`src/rtl/hwr_pkg.sv`:
```
// Constants shared by both ends of the hardware reset and start-up link.
// Assumes a single 40 MHz system clock feeding both ends.
package hwr_pkg;
    localparam int          CLK_MHZ        = 40;
    // Reset pulse low time and high interval, minimum, in microseconds.
    localparam int          RST_LOW_US     = 1;
    localparam int          RST_HIGH_US    = 1;
    localparam int          RST_LOW_CYC    = RST_LOW_US * CLK_MHZ;
    localparam int          RST_HIGH_CYC   = RST_HIGH_US * CLK_MHZ;
    // Reset release to first command, minimum, in microseconds.
    localparam int          RSCA_US        = 200;
    localparam int          RSCA_CYC       = RSCA_US * CLK_MHZ;
    localparam int          TIME_W         = 14;
    // Link clock cycles needed before the identification commands.
    localparam logic [6:0]  INIT_CLKS      = 7'h4A;
    localparam logic [31:0] CMD_BOOT_ARG   = 32'h0FFFFFFA;
    localparam logic [5:0]  CMD_GO_IDLE    = 6'h00;
    localparam logic [5:0]  CMD_SEND_OP    = 6'h01;
    localparam logic [5:0]  CMD_WP_STATUS  = 6'h1E;
    localparam logic [5:0]  CMD_WP_TYPE    = 6'h1F;
    // Half period of the link clock in system cycles (10 MHz link clock).
    localparam logic [1:0]  LINK_HALF      = 2'h2;
    // Least spacing between two commands, long enough for the far
    // end's two-stage synchroniser and capture stage.
    localparam logic [3:0]  CMD_GAP        = 4'h8;
    localparam logic [2:0]  REPEAT_LIMIT   = 3'h4;
    localparam int          PWR_INIT_CYC   = 64;
    localparam logic [5:0]  INT_RST_CYC    = 6'h20;
    localparam logic [31:0] PRELOAD_BASE   = 32'h0100_0000;
    localparam logic [31:0] RESET_ZERO32   = 32'h0000_0000;
endpackage

```
`src/rtl/hwr_link_if.sv`:
```
// Link between the host controller and the managed flash device.
// Carries the reset line, the link clock and a simple command strobe.
interface hwr_link_if;
    logic        rst_n;
    logic        lclk;
    logic        cmd_tog;
    logic [5:0]  cmd_idx;
    logic [31:0] cmd_arg;
    modport host   (output rst_n, output lclk, output cmd_tog,
                    output cmd_idx, output cmd_arg);
    modport device (input rst_n, input lclk, input cmd_tog,
                    input cmd_idx, input cmd_arg);
endinterface

```
`src/rtl/hwr_host.sv`:
```
// Host end: drives the reset line, the link clock and the command strobe.
// Assumes user requests come from logic on I_CLK_SYS.
module hwr_host
    import hwr_pkg::*;
#(
    parameter int RSCA_CYCLES = RSCA_CYC
)
(
    input  wire logic        I_CLK_SYS,
    input  wire logic        I_RESETN,
    hwr_link_if.host         LINK,
    input  wire logic        I_RESET_REQ,
    input  wire logic        I_CMD_REQ,
    input  wire logic [5:0]  I_CMD_IDX,
    input  wire logic [31:0] I_CMD_ARG,
    output logic             O_RESET_READY,
    output logic             O_CMD_READY,
    output logic             O_RESET_BUSY,
    output logic             O_CMD_SENT,
    output logic             O_REPEAT_WARN
);
    typedef enum logic [0:0] {HS_HIGH, HS_LOW} hwr_hstate_t;

    hwr_hstate_t        state_q, state_d;
    logic [TIME_W-1:0]  low_cnt_q;
    logic [TIME_W-1:0]  hi_cnt_q;
    logic [1:0]         div_cnt_q;
    logic               lclk_q;
    logic [6:0]         lclk_cnt_q;
    logic [3:0]         gap_q;
    logic               tog_q;
    logic [5:0]         idx_q;
    logic [31:0]        arg_q;
    logic               sent_q;
    logic [2:0]         rep_cnt_q;
    logic               warn_q;

    localparam logic [TIME_W-1:0] LOW_MIN  = TIME_W'(RST_LOW_CYC);
    localparam logic [TIME_W-1:0] HIGH_MIN = TIME_W'(RST_HIGH_CYC);
    localparam logic [TIME_W-1:0] CMD_MIN  = TIME_W'(RSCA_CYCLES);
    localparam logic [TIME_W-1:0] HI_SAT   =
        (CMD_MIN > HIGH_MIN) ? CMD_MIN : HIGH_MIN;

    // Link clock divider; the clock runs free so the device always sees
    // edges, including while the reset line is low.
    wire div_wrap  = (div_cnt_q == LINK_HALF - 2'h1);
    wire lclk_rise = div_wrap & ~lclk_q;

    wire in_high   = (state_q == HS_HIGH);
    wire hi_done   = (hi_cnt_q >= HIGH_MIN);
    wire low_done  = (low_cnt_q >= LOW_MIN - TIME_W'(1));
    wire wait_done = (hi_cnt_q >= CMD_MIN);
    wire clks_done = (lclk_cnt_q == INIT_CLKS);
    wire id_cmd    = (I_CMD_IDX == CMD_SEND_OP) |
                     ((I_CMD_IDX == CMD_GO_IDLE) &&
                      (I_CMD_ARG == CMD_BOOT_ARG));
    wire wp_cmd    = (I_CMD_IDX == CMD_WP_STATUS) |
                     (I_CMD_IDX == CMD_WP_TYPE);
    // Identification commands also need the start-up clocks.
    wire cmd_ok    = in_high & wait_done & (gap_q == 4'h0) &
                     (~id_cmd | clks_done);
    wire rst_ok    = in_high & hi_done;
    wire cmd_take  = I_CMD_REQ & cmd_ok;
    wire rst_take  = I_RESET_REQ & rst_ok & ~cmd_take;
    // Resets, CMD1 and the write-protect queries all cause internal reads.
    wire rep_evt   = rst_take |
                     (cmd_take & ((I_CMD_IDX == CMD_SEND_OP) | wp_cmd));
    wire rep_full  = (rep_cnt_q == REPEAT_LIMIT);

    always_comb begin
        state_d = state_q;
        case (state_q)
            HS_HIGH: begin
                if (rst_take) begin
                    state_d = HS_LOW;
                end
            end
            HS_LOW: begin
                if (low_done) begin
                    state_d = HS_HIGH;
                end
            end
            default: begin
                state_d = HS_HIGH;
            end
        endcase
    end

    always_ff @(posedge I_CLK_SYS or negedge I_RESETN) begin
        if (!I_RESETN) begin
            state_q <= HS_HIGH;
        end else begin
            state_q <= state_d;
        end
    end

    // Low time and time since release are counted separately; the
    // release counter saturates so it never wraps back below a limit.
    always_ff @(posedge I_CLK_SYS or negedge I_RESETN) begin
        if (!I_RESETN) begin
            low_cnt_q <= '0;
        end else if (state_q == HS_LOW) begin
            low_cnt_q <= low_cnt_q + TIME_W'(1);
        end else begin
            low_cnt_q <= '0;
        end
    end

    always_ff @(posedge I_CLK_SYS or negedge I_RESETN) begin
        if (!I_RESETN) begin
            hi_cnt_q <= '0;
        end else if (state_q == HS_LOW) begin
            hi_cnt_q <= '0;
        end else if (hi_cnt_q != HI_SAT) begin
            hi_cnt_q <= hi_cnt_q + TIME_W'(1);
        end
    end

    always_ff @(posedge I_CLK_SYS or negedge I_RESETN) begin
        if (!I_RESETN) begin
            div_cnt_q <= 2'h0;
            lclk_q    <= 1'b0;
        end else begin
            div_cnt_q <= div_wrap ? 2'h0 : div_cnt_q + 2'h1;
            if (div_wrap) begin
                lclk_q <= ~lclk_q;
            end
        end
    end

    // Rises count only while the line is high, so every reset pulse
    // restarts the start-up clock count.
    always_ff @(posedge I_CLK_SYS or negedge I_RESETN) begin
        if (!I_RESETN) begin
            lclk_cnt_q <= 7'h00;
        end else if (!in_high) begin
            lclk_cnt_q <= 7'h00;
        end else if (lclk_rise && !clks_done) begin
            lclk_cnt_q <= lclk_cnt_q + 7'h01;
        end
    end

    // Index and argument settle with the toggle and then stand still for
    // the whole gap, so the far end can sample them after its sync.
    always_ff @(posedge I_CLK_SYS or negedge I_RESETN) begin
        if (!I_RESETN) begin
            tog_q  <= 1'b0;
            idx_q  <= 6'h00;
            arg_q  <= RESET_ZERO32;
            sent_q <= 1'b0;
        end else begin
            sent_q <= cmd_take;
            if (cmd_take) begin
                tog_q <= ~tog_q;
                idx_q <= I_CMD_IDX;
                arg_q <= I_CMD_ARG;
            end
        end
    end

    // The gap keeps the fields still until the far end has captured them.
    // A shorter gap would let a second toggle overtake the first capture.
    always_ff @(posedge I_CLK_SYS or negedge I_RESETN) begin
        if (!I_RESETN) begin
            gap_q <= 4'h0;
        end else if (cmd_take) begin
            gap_q <= CMD_GAP;
        end else if (gap_q != 4'h0) begin
            gap_q <= gap_q - 4'h1;
        end
    end

    // Repetition is only warned about; refusing would block recovery.
    always_ff @(posedge I_CLK_SYS or negedge I_RESETN) begin
        if (!I_RESETN) begin
            rep_cnt_q <= 3'h0;
            warn_q    <= 1'b0;
        end else if (rep_evt) begin
            if (rep_full) begin
                warn_q <= 1'b1;
            end else begin
                rep_cnt_q <= rep_cnt_q + 3'h1;
            end
        end
    end

    // The line is high except during a requested pulse.
    assign LINK.rst_n  = in_high;
    assign LINK.lclk   = lclk_q;
    assign LINK.cmd_tog = tog_q;
    assign LINK.cmd_idx = idx_q;
    assign LINK.cmd_arg = arg_q;

    assign O_RESET_READY = rst_ok;
    assign O_CMD_READY   = cmd_ok;
    assign O_RESET_BUSY  = ~in_high;
    assign O_CMD_SENT    = sent_q;
    assign O_REPEAT_WARN = warn_q;
endmodule

```
`src/flat_wrapper.sv`:
```
// flat-port wrapper written by rule: the top's interface ports become plain ports
module hwr_host_flat import hwr_pkg::*;
#(
    parameter int RSCA_CYCLES = RSCA_CYC
)
  (I_CLK_SYS, I_RESETN, I_RESET_REQ, I_CMD_REQ, I_CMD_IDX, I_CMD_ARG, O_RESET_READY, O_CMD_READY, O_RESET_BUSY, O_CMD_SENT, O_REPEAT_WARN, LINK_rst_n, LINK_lclk, LINK_cmd_tog, LINK_cmd_idx, LINK_cmd_arg);
  hwr_link_if LINK_i ();
  input  wire logic I_CLK_SYS;
  input  wire logic I_RESETN;
  input  wire logic I_RESET_REQ;
  input  wire logic I_CMD_REQ;
  input  wire logic [5:0] I_CMD_IDX;
  input  wire logic [31:0] I_CMD_ARG;
  output logic O_RESET_READY;
  output logic O_CMD_READY;
  output logic O_RESET_BUSY;
  output logic O_CMD_SENT;
  output logic O_REPEAT_WARN;
  output wire logic [$bits(LINK_i.rst_n)-1:0] LINK_rst_n;
  output wire logic [$bits(LINK_i.lclk)-1:0] LINK_lclk;
  output wire logic [$bits(LINK_i.cmd_tog)-1:0] LINK_cmd_tog;
  output wire logic [$bits(LINK_i.cmd_idx)-1:0] LINK_cmd_idx;
  output wire logic [$bits(LINK_i.cmd_arg)-1:0] LINK_cmd_arg;
  assign LINK_rst_n = LINK_i.rst_n;
  assign LINK_lclk = LINK_i.lclk;
  assign LINK_cmd_tog = LINK_i.cmd_tog;
  assign LINK_cmd_idx = LINK_i.cmd_idx;
  assign LINK_cmd_arg = LINK_i.cmd_arg;
  hwr_host #(.RSCA_CYCLES(RSCA_CYCLES)) u_core (.I_CLK_SYS(I_CLK_SYS), .I_RESETN(I_RESETN), .LINK(LINK_i), .I_RESET_REQ(I_RESET_REQ), .I_CMD_REQ(I_CMD_REQ), .I_CMD_IDX(I_CMD_IDX), .I_CMD_ARG(I_CMD_ARG), .O_RESET_READY(O_RESET_READY), .O_CMD_READY(O_CMD_READY), .O_RESET_BUSY(O_RESET_BUSY), .O_CMD_SENT(O_CMD_SENT), .O_REPEAT_WARN(O_REPEAT_WARN));
endmodule
```
`config.mk`:
```
export PLATFORM = sky130hd
export DESIGN_NAME = hwr_host_flat
export DESIGN_NICKNAME = d
export VERILOG_FILES = /design/src/rtl/hwr_pkg.sv /design/src/rtl/hwr_link_if.sv /design/src/rtl/hwr_host.sv /design/src/flat_wrapper.sv
export SDC_FILE = /design/constraint.sdc
export NUM_CORES = 1
export LEC_CHECK = 0
export BUFFER_PORTS_ARGS = -buffer_cell sky130_fd_sc_hd__buf_2
export CORE_UTILIZATION = 40
export DETAILED_ROUTE_END_ITERATION = 8
export HOLD_SLACK_MARGIN = 0.08
export PLACE_DENSITY = 0.58
export SYNTH_ARGS = -nofsm -noshare
export SYNTH_HDL_FRONTEND = slang
export SYNTH_SLANG_ARGS = --single-unit
```
`constraint.sdc`:
```
create_clock -name I_CLK_SYS -period 6.15 [get_ports I_CLK_SYS]
set_input_delay 0.615 -clock I_CLK_SYS [delete_from_list [all_inputs] [get_ports I_CLK_SYS]]
set_output_delay 0.615 -clock I_CLK_SYS [all_outputs]
set_load 0.02 [all_outputs]
```
==> reports/results.ini <==
[run_status]
status=finished, final reports clean

[power]
clockPowerShare_pct=44.9
cellLeakagePower_nw=2.46
p_comb_share_pct=2.9
internal_power_mw=0.876
total_power_mw=1.09
peakVddDrop_mv=0.104
p_per_area_mw_per_mm2=229
p_sw_mw=0.219
seqPwrFrac_pct=52.2
switching_share_pct=20.0

[timing]
grt_setup_unrepaired=no
setup_viol=0
setup_tns_ps=0
max_freq_mhz=336
clock_skew_ps=7.32
setup_ws_ps=3170
finalMaxSlewViolations=0
hold_viol=0
holdWs_ps=237
fin_crit_sh_pct=48.4
slew_headroom_pct=46.7
tightest_slew_ps=798
fin_crit_ps=2980

[routing]
avgViaCountPerCell=4.94
ant_nets=0
avgRoutedWirePerCell_um=14.1
drtIter0Drc=63
drc=0
firstDrtPassIters=4
vias=2772
routed_wl_um=7920

[clocking]
cts_htree_levels=3
numClockSinks=87
clockBufferDepth=2
cts_tree=done
cts_hold_buf=0
clock_latency_ps=350
root_buffer=clkbuf_8
cts_buffers=9
cts_resized=0
cts.clk_slew.worst_paths_ps=90
cts_setup_buffers=0

[worst_setup_path]
crit_path_end_kind=register
critical_path_required_ps=6380
critPathArrivalTime_ps=3210
path_class=register to register
path_max_fanout=43
critPathLaunchType=register
r2r_slack_ps=3170

[floorplan]
core-area_mm2=0.00942
pin_count=88
start_util_pct=42.0
die-width_um=101
core.rowCount=35
die-area_mm2=0.0103
die_h_um=101

[synth]
syn_area_mm2=0.00396
yosysMostFrequentCell=dfrtp_1
syn_inst=336
synth_cell_types=46
ys_top_cells_by_area=dfrtp_1 (55%), mux2_2 (11%), nor2_1 (3.4%), xor2_1 (3.3%), xnor2_1 (3.1%)
syn_area_per_cell_um2=11.8
seq_area_frac_synth_pct=55.0
synth_common_cells=dfrtp_1 (87), mux2_2 (38), nor2_1 (36)
synth_ff_type=dfrtp_1
yosys_warnings=0
ys_ff_latch=87
synth_nets=386
yosysTopAreaCell=dfrtp_1
synth_top_area_share_pct=55.0
synth_edf_count=0
async_flop_share_pct=100

[placed_design]
gp_congestion=0.771
portBuffers=87
place_ws_ps=2900
hpwl_um=5840
placedInstanceArea_mm2=0.00452
dp_cells=545

[layout]
fillers=855
layoutNonFillerInstCount=561
multi_input_area_mm2=0.00167
nets=477
finish.utilization_pct=50.7
drive_above_1_share_pct=35.4
syn_to_final_growth_pct=20.7
diodes=0
stdcell_area_mm2=0.00477
seq_area_mm2=0.00218

[global_routing]
antenna_found_initial=0
globalRouteOverflowTotal=0
gr-usage-all-layers_pct=17.0
grt_pass1_wl_um=13400
grt_pass1_vias=2676
grt_max_degree=46

[worst_hold_path]
hold_class=input port to async pin

[run]
drv_cap=0

==> layout by cell type (no fill, tap or decap), types with 3 or more instances in the layout <==
| cell | instances |
|---|---|
| dfrtp_1 | 87 |
| buf_2 | 86 |
| mux2_2 | 38 |
| nor2_1 | 36 |
| xor2_1 | 15 |
| inv_1 | 14 |
| xnor2_1 | 14 |
| nand2_1 | 14 |
| nand3_1 | 12 |
| nand4_1 | 11 |
| clkbuf_8 | 11 |
| ha_1 | 8 |
| and3_1 | 7 |
| o21ai_0 | 7 |
| a21oi_1 | 7 |
| or3_1 | 6 |
| nor4_1 | 6 |
| nand2b_1 | 4 |
| mux2i_1 | 4 |
| and2_1 | 3 |
| and4_1 | 3 |
| nor3_1 | 3 |
| bufinv_16 | 3 |
| buf_4 | 3 |
==> registers in the layout, indices dropped and copies added (netlist names) <==
signal,cells
u_core.LINK.cmd_arg,32
u_core.hi_cnt_q,14
u_core.low_cnt_q,14
u_core.lclk_cnt_q,7
u_core.LINK.cmd_idx,6
u_core.gap_q,4
u_core.rep_cnt_q,3
u_core.div_cnt_q,2
u_core.LINK.cmd_tog,1
u_core.LINK.lclk,1
u_core.O_CMD_SENT,1
u_core.O_REPEAT_WARN,1
u_core.O_RESET_BUSY,1
==> area by class of cell <==
cell class | count | share of cell area (%)
Tap cell | 129 | 3.38
Clock buffer | 11 | 3.17
Timing Repair Buffer | 89 | 9.49
Multi-Input combinational cell | 225 | 35.0
Sequential cell | 87 | 45.6
Inverter | 15 | 1.18
Clock inverter | 5 | 2.18
==> final timing paths <==
kind | startpoint | end | cells after the start
worst max-delay path | u_core.lclk_cnt_q[4] | u_core.rep_cnt_q[1] | 6
worst min-delay path | I_RESETN | u_core.LINK.cmd_arg[19] | 1
worst max register to register | u_core.lclk_cnt_q[4] | u_core.rep_cnt_q[1] | 6
worst min register to register | u_core.div_cnt_q[0] | u_core.div_cnt_q[0] | 1
max in group asynchronous | I_RESETN | u_core.hi_cnt_q[4] | 2
min in group I_CLK_SYS | u_core.div_cnt_q[0] | u_core.div_cnt_q[0] | 1
==> routing by layer <==
| layer | global-route usage (%) | share of wire [%] | vias to the layer above |
|---|---|---|---|
| li1 | - | - | 1364 |
| met1 | 22.0 | 46 | 1331 |
| met2 | 27.7 | 49 | 64 |
| met3 | 4.14 | 4.3 | 13 |
| met4 | 6.47 | 1.6 | 0 |
| met5 | 0 | 0 | - |
==> critical path, stage by stage (launching register included) <==
cell and delay [ps]:
dfrtp_1 430, nor4b_2 390, a311oi_2 210, a211oi_2 340, nand4_4 660, mux2i_1 480
mux2_1 350
==> logic make-up after synthesis <==
family	count (synthesis)	synth area share, %
simple gates	120	16.8
flops	87	55.0
mux	44	12.4
xor+xnor	29	6.42
compound gates	24	4.02
buf+inv	24	2.75
fa+ha+maj	8	2.53
==> power groups by stage <==
stage / clock network, mW / logic (mW) / registers (mW)
2_1_floorplan: 0 / 0.00312 / 0.583
3_3_place_gp: 0 / 0.0327 / 0.583
3_5_place_dp: 0 / 0.0331 / 0.583
4_1_cts: 0.508 / 0.0332 / 0.571
5_1_grt: 0.532 / 0.0368 / 0.572
6_report: 0.491 / 0.0318 / 0.571
No activity file was read; power rests on OpenSTA's default activity.
